`src/pkg/pm_alias_cfg.svh`:
```
// Constants for the power-management and command-alias preload block.
// Assumes inclusion by pm_alias_pkg users only; definitions only.
`ifndef PM_ALIAS_CFG_SVH
`define PM_ALIAS_CFG_SVH

// ----------------------------------------------------------------------------
// Configuration dword offsets
// ----------------------------------------------------------------------------
`define OFS_ALIAS_CTRL      8'h74
`define OFS_PM_CAP          8'h80
`define OFS_PM_DATA         8'h84

// ----------------------------------------------------------------------------
// Preload byte addresses
// ----------------------------------------------------------------------------
`define EE_PM_CAP_LO        8'h0a
`define EE_PM_DATA          8'h0d
`define EE_CTRL_LO          8'h0e
`define EE_CTRL_HI          8'h0f

// ----------------------------------------------------------------------------
// Field positions
// ----------------------------------------------------------------------------
`define CAP_VER_LSB         16
`define CAP_VER_MSB         18
`define CAP_DSI_BIT         21
`define CAP_D1_BIT          25
`define CAP_D2_BIT          26
`define CAP_PME_LSB         27
`define CAP_PME_MSB         31
`define DATA_LSB            24
`define DATA_MSB            31
`define CTRL_LSB            1
`define CTRL_MSB            11

// ----------------------------------------------------------------------------
// Reset values
// ----------------------------------------------------------------------------
`define RST_PM_VER          3'h2
`define RST_PM_DATA         8'h00
`define RST_CTRL            11'h000

// ----------------------------------------------------------------------------
// Bus command codes
// ----------------------------------------------------------------------------
`define CMD_MEM_RD          4'h6
`define CMD_MEM_WR          4'h7
`define CMD_MEM_RD_MULT     4'hc
`define CMD_MEM_RD_LINE     4'he
`define CMD_MEM_WR_INV      4'hf

`endif

```
`src/pkg/pm_alias_pkg.sv`:
```
// Types shared by the preload block and its alias decoder.
// Assumes pm_alias_cfg.svh is on the include path.
package pm_alias_pkg;

	// ------------------------------------------------------------------------
	// Control register fields, bit 11 down to bit 1
	// ------------------------------------------------------------------------
	typedef struct packed {
		logic hold_pri;
		logic hold_sec;
		logic long_lock_req;
		logic wr_inv_dis_sec;
		logic wr_inv_dis_pri;
		logic rd_multi_sec;
		logic rd_multi_pri;
		logic wr_sec;
		logic rd_sec;
		logic wr_pri;
		logic rd_pri;
	} ctrl_s;

	typedef struct packed {
		logic        rd;
		logic        wr;
		logic [7:0]  addr;
		logic [3:0]  be;
		logic [31:0] wdata;
	} cfg_req_s;

	typedef enum logic [1:0] {
		ST_LOAD  = 2'b01,
		ST_READY = 2'b10
	} load_state_e;

endpackage : pm_alias_pkg

```
`src/verilog/cmd_alias_decode.sv`:
```
// Alias decision for primary and secondary bus commands.
// Assumes the control fields arrive from the configuration register.
`timescale 1ns/1ps
`include "pm_alias_cfg.svh"

module cmd_alias_decode (
	input  wire logic                 clk,
	input  wire logic                 rst,
	input  wire pm_alias_pkg::ctrl_s  ctrl,
	input  wire logic [3:0]           p_cmd,
	input  wire logic [3:0]           s_cmd,
	output logic                      p_alias,
	output logic                      s_alias
);

	// ------------------------------------------------------------------------
	// Decode shared by both sides
	// ------------------------------------------------------------------------
	// Write-and-invalidate follows the plain write alias unless disabled.
	function automatic logic alias_of(input logic [3:0] cmd, input logic rd_en,
		input logic wr_en, input logic multi_en, input logic inv_dis);
		logic r;
		r = 1'b0;
		unique case (cmd)
			`CMD_MEM_RD:                      r = rd_en;
			`CMD_MEM_WR:                      r = wr_en;
			`CMD_MEM_RD_MULT, `CMD_MEM_RD_LINE: r = multi_en;
			`CMD_MEM_WR_INV:                  r = wr_en & ~inv_dis;
			default:                          r = 1'b0;
		endcase
		return r;
	endfunction : alias_of

	always_ff @(posedge clk) begin
		if (rst) begin
			p_alias <= 1'b0;
		end else begin
			p_alias <= alias_of(p_cmd, ctrl.rd_pri, ctrl.wr_pri,
				ctrl.rd_multi_pri, ctrl.wr_inv_dis_pri);
		end
	end

	always_ff @(posedge clk) begin
		if (rst) begin
			s_alias <= 1'b0;
		end else begin
			s_alias <= alias_of(s_cmd, ctrl.rd_sec, ctrl.wr_sec,
				ctrl.rd_multi_sec, ctrl.wr_inv_dis_sec);
		end
	end
endmodule : cmd_alias_decode

```
`src/verilog/eeprom_pm_alias_preload.sv`:
```
// Preload of power-management capability, data byte and alias control.
// Assumes a serial reader presents EEPROM bytes with their addresses and
// that configuration cycles arrive as single-cycle request strobes.
//
// Overview of operation
// Capability bits 18:16 read back the version loaded from byte 10 bits 2:0, value 010.
// Capability bit 21 always reads zero, so no special setup is needed.
// Capability bit 25 always reads one to advertise D1 support.
// Capability bit 26 always reads one to advertise D2 support.
// Capability bits 31:27 always read zero since no wake pin exists.
// Byte 13 appears read-only in bits 31:24 of the data register at 84h.
// Control bits 1 and 2 enable aliasing of primary memory reads and writes.
// Control bits 3 and 4 enable aliasing of secondary memory reads and writes.
// Control bits 5 and 6 enable aliasing of read line and multiple per side.
// Control bits 7 and 8 stop aliasing write-and-invalidate per side.
// Control bit 9 keeps the request asserted longer for locked sequences.
// Control bits 10 and 11 make the secondary and primary requests hold longer.
// Bytes load after reset, reserved bytes are dropped and reserved bits read zero.
`timescale 1ns/1ps
`include "pm_alias_cfg.svh"

module eeprom_pm_alias_preload (
	input  wire logic                   clk,
	input  wire logic                   rst,
	input  wire logic                   ee_valid,
	input  wire logic [7:0]             ee_addr,
	input  wire logic [7:0]             ee_data,
	input  wire logic                   ee_done,
	input  wire pm_alias_pkg::cfg_req_s cfg_req,
	output logic [31:0]                 cfg_rdata,
	output logic                        cfg_ack,
	input  wire logic [3:0]             p_cmd,
	input  wire logic [3:0]             s_cmd,
	output logic                        p_alias,
	output logic                        s_alias,
	output pm_alias_pkg::ctrl_s         ctrl,
	output logic                        loaded
);

	// ------------------------------------------------------------------------
	// Load sequencing
	// ------------------------------------------------------------------------
	pm_alias_pkg::load_state_e state;
	logic [2:0]                pm_ver;
	logic [7:0]                pm_data;
	logic                      in_load;
	logic                      cfg_ok;
	logic                      wr_ctrl;
	logic [15:0]               ctrl_word;

	assign in_load   = (state == pm_alias_pkg::ST_LOAD);
	assign cfg_ok    = (state == pm_alias_pkg::ST_READY);
	assign wr_ctrl   = cfg_ok & cfg_req.wr & (cfg_req.addr == `OFS_ALIAS_CTRL);
	assign ctrl_word = {4'h0, ctrl, 1'b0};

	always_ff @(posedge clk) begin
		if (rst) begin
			state <= pm_alias_pkg::ST_LOAD;
		end else begin
			unique case (state)
				pm_alias_pkg::ST_LOAD:  if (ee_done) begin
					state <= pm_alias_pkg::ST_READY;
				end
				pm_alias_pkg::ST_READY: state <= pm_alias_pkg::ST_READY;
			endcase
		end
	end

	always_ff @(posedge clk) begin
		if (rst) begin
			loaded <= 1'b0;
		end else begin
			loaded <= cfg_ok | (in_load & ee_done);
		end
	end

	// ------------------------------------------------------------------------
	// Preloaded read-only fields
	// ------------------------------------------------------------------------
	always_ff @(posedge clk) begin
		if (rst) begin
			pm_ver <= `RST_PM_VER;
		end else if (in_load && ee_valid && ee_addr == `EE_PM_CAP_LO) begin
			pm_ver <= ee_data[2:0];
		end
	end

	always_ff @(posedge clk) begin
		if (rst) begin
			pm_data <= `RST_PM_DATA;
		end else if (in_load && ee_valid && ee_addr == `EE_PM_DATA) begin
			pm_data <= ee_data;
		end
	end

	// ------------------------------------------------------------------------
	// Alias and request-hold control register
	// ------------------------------------------------------------------------
	// Loading and configuration writes never overlap, since requests are
	// only taken once the load has finished.
	always_ff @(posedge clk) begin
		if (rst) begin
			ctrl <= `RST_CTRL;
		end else if (in_load && ee_valid && ee_addr == `EE_CTRL_LO) begin
			ctrl[6:0] <= ee_data[7:1];
		end else if (in_load && ee_valid && ee_addr == `EE_CTRL_HI) begin
			ctrl[10:7] <= ee_data[3:0];
		end else if (wr_ctrl) begin
			if (cfg_req.be[0]) begin
				ctrl[6:0] <= cfg_req.wdata[7:1];
			end
			if (cfg_req.be[1]) begin
				ctrl[10:7] <= cfg_req.wdata[11:8];
			end
		end
	end

	// ------------------------------------------------------------------------
	// Configuration read path
	// ------------------------------------------------------------------------
	function automatic logic [31:0] read_word(input logic [7:0] a);
		logic [31:0] w;
		w = 32'h0000_0000;
		unique case (a)
			`OFS_PM_CAP: begin
				w[`CAP_VER_MSB:`CAP_VER_LSB] = pm_ver;
				w[`CAP_DSI_BIT]              = 1'b0;
				w[`CAP_D1_BIT]               = 1'b1;
				w[`CAP_D2_BIT]               = 1'b1;
				w[`CAP_PME_MSB:`CAP_PME_LSB] = 5'h00;
			end
			`OFS_PM_DATA:    w[`DATA_MSB:`DATA_LSB] = pm_data;
			`OFS_ALIAS_CTRL: w[15:0] = ctrl_word;
			default:         w = 32'h0000_0000;
		endcase
		return w;
	endfunction : read_word

	always_ff @(posedge clk) begin
		if (rst) begin
			cfg_ack <= 1'b0;
		end else begin
			cfg_ack <= cfg_ok & (cfg_req.rd | cfg_req.wr);
		end
	end

	always_ff @(posedge clk) begin
		if (rst) begin
			cfg_rdata <= 32'h0000_0000;
		end else if (cfg_ok && cfg_req.rd) begin
			cfg_rdata <= read_word(cfg_req.addr);
		end else begin
			cfg_rdata <= 32'h0000_0000;
		end
	end

	// ------------------------------------------------------------------------
	// Command alias decode
	// ------------------------------------------------------------------------
	cmd_alias_decode u_alias (
		.clk     (clk),
		.rst     (rst),
		.ctrl    (ctrl),
		.p_cmd   (p_cmd),
		.s_cmd   (s_cmd),
		.p_alias (p_alias),
		.s_alias (s_alias)
	);
endmodule : eeprom_pm_alias_preload
```
`config.mk`:
```
export PLATFORM = sky130hd
export DESIGN_NAME = eeprom_pm_alias_preload
export DESIGN_NICKNAME = d
export VERILOG_FILES = /design/src/pkg/pm_alias_pkg.sv /design/src/verilog/cmd_alias_decode.sv /design/src/verilog/eeprom_pm_alias_preload.sv
export VERILOG_INCLUDE_DIRS = /design/src /design/src/pkg
export SDC_FILE = /design/constraint.sdc
export NUM_CORES = 1
export LEC_CHECK = 0
export ABC_AREA = 1
export BUFFER_PORTS_ARGS = -buffer_cell sky130_fd_sc_hd__buf_2
export CAP_MARGIN = 20
export CORE_ASPECT_RATIO = 1.4
export CORE_MARGIN = 5
export CORE_UTILIZATION = 47
export CTS_CLUSTER_SIZE = 30
export DETAILED_ROUTE_END_ITERATION = 8
export PLACE_DENSITY = 0.85
export SYNTH_ARGS = -nofsm -noshare
export SYNTH_HDL_FRONTEND = slang
export SYNTH_HIERARCHICAL = 1
export SYNTH_SLANG_ARGS = --single-unit
```
`constraint.sdc`:
```
create_clock -name clk -period 1.95 [get_ports clk]
set_input_delay 0.0975 -clock clk [delete_from_list [all_inputs] [get_ports clk]]
set_output_delay 0.0975 -clock clk [all_outputs]
set_load 0.02 [all_outputs]
```
# Word-level counts from Yosys, hierarchy flattened
# Index checks and enable logic that the tools add are counted.
totals:
  out_inout_bits: 47
  elab_cells: 88
  register_bits: 60
classes:
  reduce_logical: 18
  n_bitwise: 15
  n_mux: 11
  eq_ne: 21
op_table:
  columns: ["operator", "n"]
  rows:
  - ["$eq A8 B4 Y1 const B", 4]
  - ["$eq A4 B4 Y1 const B", 6]
  - ["$mux W7", 3]
  - ["$eq A4 B3 Y1 const B", 4]
  - ["$eq A8 B8 Y1 const B", 2]
  - ["$pmux W7 S2", 1]
  - ["$mux W11", 1]
  - ["$reduce_or A3 Y1", 3]
  - ["$eq A8 B7 Y1 const B", 1]
  - ["$mux W4", 2]
  - ["$pmux W1 S4", 2]
  - ["$reduce_bool A2 Y1", 4]
  - ["$not A1 Y1", 7]
  - ["$and A1 B1 Y1", 6]
  - ["$logic_and A1 B1 Y1", 6]
  - ["$reduce_and A3 Y1", 2]
  - ["$reduce_or A2 Y1", 3]
  - ["$ne A2 B2 Y1 const B", 2]
  - ["$pmux W2 S2", 1]
  - ["$eq A2 B1 Y1 const B", 1]
  - ["$eq A2 B2 Y1 const B", 1]
  - ["$mux W2", 1]
  - ["$or A1 B1 Y1", 2]

# Logic depth before layout (Yosys ltp)
# Gate-level depths: netlist of run 1.
logic_depth:
  ltp_word: 6
  mapped_depth: 9
  ltp_nobuf: 8

# By module
# Netlist of run 1, hierarchy kept.
by_module_without_submodules:
  columns: ["mod", "n_inst", "cells_per_inst", "area_per_inst_um2"]
  rows:
  - ["eeprom_pm_alias_preload", 1, 273, 2005.7]
  - ["cmd_alias_decode", 1, 32, 157.7]

# Worst setup path after synthesis of run 1
# No wires, ideal clock.
synth_timing:
  path_kind: "register to register"
  from: "reg state[0]"
  to: "reg, netlist name ctrl[4]"
  stages_incl_launch_ff: 9
  t_required_ps: 1838
  n_path_buf: 1
  t_arrival_ps: 1132
  setup_slack_ps: 707
  cell_sequence: "dfxtp_1 -> nand3_2 -> nor2_8 -> nand2_4 -> buf_6 -> nand2_1 -> nand2_1 -> nor2_1 -> nor2_1"
synth_between:
  elab_chain_len: 5
  elab_cells_between_ends: 12
  classes_between: "eq/ne (3); mux (1); bitwise (2); reduce/logical (6)"
synth_lines:
  columns: ["element", "line", "source"]
  rows:
  - ["from (decl)", "eeprom_pm_alias_preload.sv:43", "pm_alias_pkg::load_state_e state;"]
  - ["from (signal assigned)", "eeprom_pm_alias_preload.sv:58", "state <= pm_alias_pkg::ST_LOAD;"]
  - ["from (signal assigned)", "eeprom_pm_alias_preload.sv:62", "state <= pm_alias_pkg::ST_READY;"]
  - ["from (signal assigned)", "eeprom_pm_alias_preload.sv:64", "pm_alias_pkg::ST_READY: state <= pm_alias_pkg::ST_READY;"]
  - ["$eq A2 B2 Y1 / $eq A2 B1 Y1 (equally long branches)", "eeprom_pm_alias_preload.sv:52, eeprom_pm_alias_preload.sv:51", null]
  - ["$and A1 B1 Y1 / $logic_and A1 B1 Y1 (equally long branches)", "eeprom_pm_alias_preload.sv:53, eeprom_pm_alias_preload.sv:104, eeprom_pm_alias_preload.sv:106", null]
  - ["$and A1 B1 Y1 / $logic_and A1 B1 Y1 (equally long branches)", null, null]
  - ["$reduce_bool A2 Y1 (no line) / $ne A2 B2 Y1 (equally long branches)", null, null]
  - ["$reduce_and A3 Y1 (no line)", null, null]
# Parallel ways exist; a longest one is shown, timed or not.
# A chain may end at the register's enable or synchronous reset.

# Final worst setup path of run 1
layout_timing:
  from: "reg state[0]"
  to: "reg, netlist name ctrl[10]"
layout_between:
  elab_chain_len: 5
  elab_cells_between_ends: 12
  classes_between: "eq/ne (2); mux (1); bitwise (3); reduce/logical (6)"
layout_lines:
  columns: ["element", "line"]
  rows:
  - ["$eq A2 B2 Y1 / $eq A2 B1 Y1 (equally long branches)", "eeprom_pm_alias_preload.sv:52, eeprom_pm_alias_preload.sv:51"]
  - ["$and A1 B1 Y1 / $logic_and A1 B1 Y1 (equally long branches)", "eeprom_pm_alias_preload.sv:53, eeprom_pm_alias_preload.sv:104, eeprom_pm_alias_preload.sv:106"]
  - ["$and A1 B1 Y1 / $logic_and A1 B1 Y1 (equally long branches)", null]
  - ["$reduce_bool A2 Y1 (no line) / $not A1 Y1 (equally long branches)", null]
  - ["$reduce_and A3 Y1 (no line)", null]
# Parallel ways exist; a longest one is shown, timed or not.

==> run metrics, run 1 <==
Finished Cell Area 2720 um^2; sequential fraction of the synthesis area 0.4627; CTS clk-pin slew, worst paths 0.08 ns; hold crit path type in2reg; postcts setup bufs 0; Final Hold Fails 0; worst-path cell chain nand3_2 -> nor2_8 -> nand2_2 -> nand2_1 -> nand2_1 -> nor2_1 -> nor2_1; final worst-path cycle share 0.7431; number of buffers added on ports 87; clock latency on the worst-skew pair 0.29 ns; detailed placement HPWL 4.130 mm; # rows 29; CTS Buf Count 5; Final Max Tran Viols 0; DRT Pass-1 Iters 4; worst setup margin 0.5009 ns; gp weighted congestion 0.7971; RSZ-0062 raised after global routing no; CTS tree yes; #FFs+latches synth 50; initial antenna violation count 0; # fillers 456; leakage 1.473 nW; total core area 4499 um^2; I/O pin total 121; maxcap violations 0; WS Path Type reg2reg; largest family of logic cells by synthesized area simple AND/OR/NAND/NOR gates; CP endpoint kind flop; WP data arrival 1.64 ns; # resized after CTS 0; Post-synth ARST share 0; worst-path fanout max 18; fin crit period 1.449 ns; Power Density 705.4 nW/um^2; Post-synth EDFFs 0; Initial Utilization 0.4808; H-tree depth 2; Clock Path Buffers 2; WL/cell 11.20 um; Die H 90.28 um; Sinks on Clock Net 50; VDD IR max 0.5908 mV; Most used DFF post-synth dfxtp_1; Final Skew 0.002970 ns; Crit path max-delay family simple AND/OR/NAND/NOR gates; final setup violating endpoints 0; grt ovf 0; Syn Area/Cell 7.093 um^2; share of layout cells above drive strength 1 0.2875; Seq. cell area 1001 um^2; Placed Instance Area 2608 um^2; Netlist Area Pre-Place 2163 um^2; dpl ws 0.5015 ns; critical-path cell with the highest stage delay dfxtp_1; ANT nets after route 0; status finished clean; worst-margin pin slew 0.6207 ns; Area Overhead vs Synth 25.74%; compound-gate portion of the synthesized area 0.04627; Vias/cell 4.624; largest net degree at the start of global routing 23; max incr delay on CP 0.40 ns; post-synthesis mux area share 0; Nets 467; Final Routed Wirelength 5.096 mm; CTS Hold Buffers Added 0; first-pass GRT wire length 8.307 mm; initial DRC count 101; Die Wd 67.34 um; Setup TNS 0 ns; area taken by multi-input logic gates 917.1 um^2; Root Buffer clkbuf_8; XOR/XNOR Fraction of Synth Area 0; # DRC 0; GRT Util Overall 0.1756; type of origin of the critical path flop; die area 6079 um^2; Hold WS 0.04745 ns; Slew HR 0.5824; Mapped Cells 305; max frequency 690.1 MHz; YS warnings 6; post-synthesis simple-gate area fraction 0.3603; Ant. Diodes 0; adder-cell share of the synthesized area 0; Buf/Inv on CP 0; worst path required time 2.14 ns; Netlist cell types 25; vias 2104; vias in the first global route 1937
state kept, by name, indices dropped and copies added, names as in the netlist:
name	count
cfg_ack	1
cfg_rdata	22
ctrl	11
loaded	1
pm_data	8
pm_ver	3
state	2
u_alias/p_alias	1
u_alias/s_alias	1
per-stage QoR:
step / total power, W / instances / util
2_1_floorplan: 0.001153 / 314 / -
3_3_place_gp: 0.001214 / 448 / 0.5795
3_5_place_dp: 0.001218 / 448 / 0.5795
4_1_cts: 0.001934 / 455 / 0.6046
5_1_grt: 0.001997 / 455 / 0.6046
6_report: 0.001919 / 455 / 0.6046
cell usage after synthesis, types with 4 or more instances:
master,instances,share of area
a21oi_1,11,0.025
buf_4,11,0.038
dfxtp_1,50,0.46
inv_1,34,0.059
inv_2,8,0.014
nand2_1,64,0.11
nand3_1,33,0.076
nor2_1,61,0.11
o21ai_0,5,0.012
o21ai_1,4,0.0093
metal layers:
layer | track usage | part of all wire | up-vias
met5 | 0 | 0 | -
met4 | 0.06768 | 0.023 | 0
met3 | 0.04359 | 0.083 | 9
met2 | 0.3183 | 0.52 | 74
met1 | 0.1866 | 0.38 | 927
li1 | - | - | 1094
power by group:
part | switching, W | internal, W | leakage (nW)
Sequential | 0.00000381 | 0.00103 | 0.404
Combinational | 0.000102 | 0.0000619 | 1.01
Clock | 0.000314 | 0.000410 | 0.0573
Total | 0.000420 | 0.00150 | 1.47
cell type report:
class                           instances  share of cell area
Inverter                               45             0.06210
Timing Repair Buffer                   88              0.1628
Sequential cell                        50              0.3680
Clock inverter                          1             0.01104
Tap cell                               62             0.02852
Clock buffer                            6             0.03036
Multi-Input combinational cell        203              0.3372
layout by cell type (no fill, tap or decap):
cell type	count
nor4_1	1
buf_4	1
nor2_8	1
nor3_2	1
clkbuf_8	6
nor2_1	61
nand2_4	1
a21oi_1	11
dfxtp_1	50
nand4_1	3
nand3_2	1
nor3_1	1
nor3_4	2
o21ai_1	4
nand2_2	3
o21ai_0	5
nand3_1	33
conb_1	10
clkinv_1	3
nand2_1	64
buf_2	87
inv_1	34
nor4_2	1
bufinv_16	1
inv_2	8
final timing paths:
path / from / endpoint / slack (ns) / cells after the start
min reg2reg: pm_ver[1] / cfg_rdata[17] / 0.43 / 2
max: state[0] / ctrl[10] / 0.50 / 7
min: ee_done / state[0] / 0.05 / 2
max reg2reg: state[0] / ctrl[10] / 0.50 / 7
logic make-up after synthesis:
kind of cell | count (synthesis)
AND/OR/NAND/NOR | 173
flip-flops | 50
AO/OA/AOI/OAI | 20
other | 1
buffers and inverters | 61
Power figures use the tool's default switching activity.
==> run 2: changes to the inputs <==
Settings changed: CORE_UTILIZATION 47 to 44, PLACE_DENSITY 0.85 to 0.81.
Clock period 1.95 ns to 1.4 ns, I/O delays scaled along.
==> run metrics, run 2 (synthesized netlist as in run 1, its figures left out) <==
status finished clean; max reg flops 22; # DRC 0; R2R Setup Slk 0.08 ns; clock latency on the worst-skew pair 0.30 ns; Core Util, Final 0.5865; WS Path Type reg2reg; worst setup margin 0.07930 ns; ANT nets after route 0; critical-path cell with the highest stage delay dfxtp_2; commonest non-fill, non-tap cells in the layout buf_2, nand2_1, nor2_1; DRT Pass-1 Iters 5; most common cell after layout, fill and taps aside buf_2; initial antenna violation count 0; CTS clk-pin slew, worst paths 0.09 ns; gp weighted congestion 0.8329; # rows 30; area taken by multi-input logic gates 943.4 um^2; max incr delay on CP 0.35 ns; initial DRC count 135; total core area 4805 um^2; type of origin of the critical path flop; final worst-path cycle share 0.9434; CP startpoint state[0]; worst r2r path cells 9; cell mode on critical path nor2_1; hold crit path type in2reg; Area Overhead vs Synth 30.25%; Vias/cell 4.598; I/O pin total 121; largest net degree at the start of global routing 23; number of buffers added on ports 87; Final Max Tran Viols 0; Power Density 880.3 nW/um^2; worst-path fanout max 7; Finished Layout Cells 468; worst path required time 1.60 ns; Largest regs cfg_rdata x22, ctrl x11, pm_data x8; WP data arrival 1.53 ns; first-pass GRT wire length 8.914 mm; leakage 1.552 nW; worst-path cell chain inv_2 -> nand2_1 -> nor2_2 -> nand3_1 -> nor2_1 -> nor2_1 -> buf_4 -> nor2_1 -> nor2_1; CP Capture Point ctrl[0]; # fillers 485; max frequency 757.2 MHz; Crit Reg-Reg Startpoint state[0]; vias 2152; GRT Util Overall 0.1725; WL/cell 11.92 um; die area 6439 um^2; CTS Buf Count 5; Root Buffer clkbuf_8; H-tree depth 2; fin crit period 1.321 ns; Placed Instance Area 2690 um^2; Seq. cell area 1003 um^2; Inst Count DP 459; CP endpoint kind flop; Nets 478; r2r endpoint ctrl[0]; Finished Cell Area 2818 um^2; Ant. Diodes 0; share of layout cells above drive strength 1 0.3243; Final Skew 0.006032 ns; Clock Path Buffers 2; CTS Hold Buffers Added 0; RSZ-0062 raised after global routing yes; final setup violating endpoints 0; Sinks on Clock Net 50; VDD IR max 0.6644 mV; maxcap violations 0; Die Wd 69.26 um; grt ovf 0; Initial Utilization 0.4503; dpl ws 0.02116 ns; Final Routed Wirelength 5.579 mm; CTS tree yes; Die H 92.97 um; Reg with most FFs cfg_rdata; Final Hold Fails 0; vias in the first global route 2032; detailed placement HPWL 4.419 mm
==> run 2: layout make-up <==
class                      count  area share
sequential                    50      0.3561
multi-input combinational    203      0.3348
timing repair buffer          99      0.1909
inverter                      45     0.05995
tap                           64     0.02842
clock buffer                   5     0.02442
clock inverter                 2    0.005329
==> run 2: routing by layer <==
metal	vias up	GRT usage	routed length [um]
li1	1113	-	-
met1	938	0.1716	2030
met2	85	0.3256	2961
met3	16	0.05429	427
met4	0	0.07166	160
met5	-	0	0
==> run 2: repair_timing <==
action,CTS,global route
gates resized for setup,0,10
endpoints found under the setup margin,2,31
pin swaps,0,5
buffers inserted,1,1
==> run 2: through the flow <==
step           TNS [ns]  hold slack [ns]  power [W]
5_1_grt         -0.6265          0.04482   0.002586
2_1_floorplan         0           0.1391   0.001606
3_5_place_dp          0           0.3404   0.001707
3_3_place_gp          0           0.3276   0.001700
4_1_cts               0          0.02436   0.002488
6_report              0          0.02247   0.002481
==> run 2: worst min-delay path by stage <==
stage | startpoint | endpoint | cells after the start
floorplan | rst | loaded | 1
global placement | ee_done | state[0] | 2
detailed placement | ee_done | state[0] | 2
CTS | ee_done | state[0] | 2
global route | ee_done | loaded | 3
finish | ee_done | state[0] | 2
==> run 2: critical path, delay by kind of cell (launching register included) <==
family / cells / cell delay, ns
buffers and inverters: 2 / 0.21
flip-flops: 1 / 0.35
AND/OR/NAND/NOR: 7 / 0.66
==> run 2: power by group <==
group / leakage (nW) / switching (W) / internal [W]
clock network: 0.0362 / 0.000456 / 0.000341
logic: 1.11 / 0.000152 / 0.0000934
registers: 0.404 / 0.00000616 / 0.00143
==> run 3: changes to the inputs <==
Settings changed: ABC_AREA 1 to 0, CORE_UTILIZATION 44 to 43, REMOVE_ABC_BUFFERS from default to 1.
==> run metrics, run 3 <==
Final Max Tran Viols 0; CTS clk-pin slew, worst paths 0.08 ns; DRT Pass-1 Iters 4; cell mode on critical path buf_6; Buf/Inv on CP 2; commonest non-fill, non-tap cells in the layout buf_2, dfxtp_1, and2_1; worst-margin pin slew 0.5925 ns; Most used DFF post-synth dfxtp_1; hold crit path type in2reg; Clock Path Buffers 2; type of origin of the critical path flop; Largest regs cfg_rdata x22, ctrl x11, pm_data x8; Finished Layout Cells 367; Sinks on Clock Net 50; Die H 90.71 um; Area Overhead vs Synth 39.40%; # DRC 0; vias 1805; number of buffers added on ports 87; Final Routed Wirelength 5.040 mm; Reg with most FFs cfg_rdata; Synth top area share 0.5003; most frequent cell after synthesis dfxtp_1; #FFs+latches synth 50; VDD IR max 0.4857 mV; # rows 29; Final Skew 0.003892 ns; total core area 4536 um^2; CP endpoint kind flop; hold depth 3; worst r2r path cells 6; post-synthesis simple-gate area fraction 0.2595; Netlist cell types 35; GRT Util Overall 0.1658; worst setup margin -0.3126 ns; adder-cell share of the synthesized area 0; hold path startpoint p_cmd[2]; worst-path fanout max 7; largest family of logic cells by synthesized area simple AND/OR/NAND/NOR gates; Crit Reg-Reg Startpoint state[0]; Root Buffer clkbuf_8; Core Util, Final 0.6149; gp weighted congestion 0.8513; R2R Setup Slk -0.31 ns; largest net degree at the start of global routing 28; worst-path cell chain or4b_4 -> buf_6 -> nor4_4 -> buf_6 -> mux2i_2 -> a211oi_2; I/O pin total 121; r2r endpoint ctrl[1]; Slew HR 0.6014; ANT nets after route 0; die area 6136 um^2; CTS Buf Count 5; Netlist Area Pre-Place 2001 um^2; CTS tree yes; Die Wd 67.65 um; Vias/cell 4.918; leakage 1.321 nW; initial DRC count 43; failing checks setup timing; Hold WS 0.02285 ns; Inst Count DP 357; first-pass GRT wire length 7.721 mm; largest area contributor in the netlist dfxtp_1; maxcap violations 0; final worst-path cycle share 1.223; Syn Area/Cell 9.954 um^2; Synth top cells by count dfxtp_1, and2_1, mux2i_1, nor2_1, nor3_1; Area contributors post-synth dfxtp_1, mux2i_1, and2_1, a211oi_1, buf_4; post-synthesis mux area share 0.09506; WL/cell 13.73 um; Final Hold Fails 0; critical-path cell with the highest stage delay or4b_4; WP data arrival 1.89 ns; CTS Hold Buffers Added 0; Mapped Cells 201; initial antenna violation count 0; Nets 378; Post-synth EDFFs 0; max incr delay on CP 0.49 ns; sequential fraction of the synthesis area 0.5003; status finished, violations left; YS warnings 6; max frequency 583.9 MHz; most common cell after layout, fill and taps aside buf_2; H-tree depth 2; Initial Utilization 0.4411; share of layout cells above drive strength 1 0.4426; clock latency on the worst-skew pair 0.30 ns; Power Density 898.4 nW/um^2; Ant. Diodes 0; # fillers 399; WS Path Type reg2reg; total power 0.002506 W; grt ovf 0; RSZ-0062 raised after global routing yes; max reg flops 22; XOR/XNOR Fraction of Synth Area 0; dpl ws -0.5499 ns; final setup violating endpoints 44; worst path required time 1.58 ns; Worst Hold Endpoint u_alias/p_alias; fin crit period 1.713 ns; compound-gate portion of the synthesized area 0.08130; Post-synth ARST share 0; Crit path max-delay family simple AND/OR/NAND/NOR gates; detailed placement HPWL 3.891 mm; vias in the first global route 1756
run 3: cell types whose count changed after synthesis, sizes merged, moves of 19 or more:
cell,change
and2,+20
inv,-36
mux2i,+19
nand2,-65
nand3,-27
nor2,-50
run 3: cell families (layout without fill, tap and decap cells):
family,after synthesis,after routing
simple gates,84,84
flops,50,50
compound gates,24,24
buf+inv,23,118
mux,19,19
other cells,1,10
run 3: where the power goes:
part	internal [W]	switching (W)
Sequential	0.00143	0.00000309
Clock	0.000399	0.000450
Combinational	0.0000973	0.000125
Total	0.00193	0.000579
run 3: layout make-up:
class / count / area (um^2) / area share
Multi-Input combinational cell: 137 / 1005 / 0.3603
Sequential cell: 50 / 1003 / 0.3598
Timing Repair Buffer: 104 / 589.3 / 0.2113
Clock buffer: 7 / 86.33 / 0.03096
Tap cell: 62 / 77.57 / 0.02782
Inverter: 6 / 22.52 / 0.008075
Clock inverter: 1 / 5.005 / 0.001795
run 3: worst max-delay path by stage:
stage               startpoint            end  slack [ns]  depth (start not counted)
CTS                   state[0]        ctrl[2]       -0.28                          6
floorplan             state[0]        ctrl[0]       -0.43                          4
finish                state[0]        ctrl[1]       -0.31                          6
global route          state[0]        ctrl[6]       -0.38                          6
detailed placement    state[0]  cfg_rdata[30]       -0.55                          4
global placement      state[0]  cfg_rdata[29]       -0.50                          4
run 3: metrics by stage:
step | TNS (ns) | cell area, um^2
2_1_floorplan | -13.06 | 1933
3_3_place_gp | -11.29 | 2559
3_5_place_dp | -12.61 | 2559
4_1_cts | -7.597 | 2735
5_1_grt | -10.66 | 2789
6_report | -8.186 | 2789
run 3: metal layers:
layer  wire (um)  GRT usage
met2        2579     0.2876
met1        1873     0.1787
met5           0          0
met3         426    0.04483
met4         160    0.07783
run 3: worst reg2reg max path, stage by stage, from the launching register on:
cell and delay, ns:
dfxtp_2 0.33, or4b_4 0.49, buf_6 0.15, nor4_4 0.13, buf_6 0.18, mux2i_2 0.22
a211oi_2 0.09
run 3: what timing repair did:
action | 4_1_cts | 5_1_grt
setup endpoints to repair | 42 | 44
buffers inserted | 2 | 1
pin swaps | 22 | 11
hold endpoints to repair | 0 | 0
resized for setup | 22 | 13
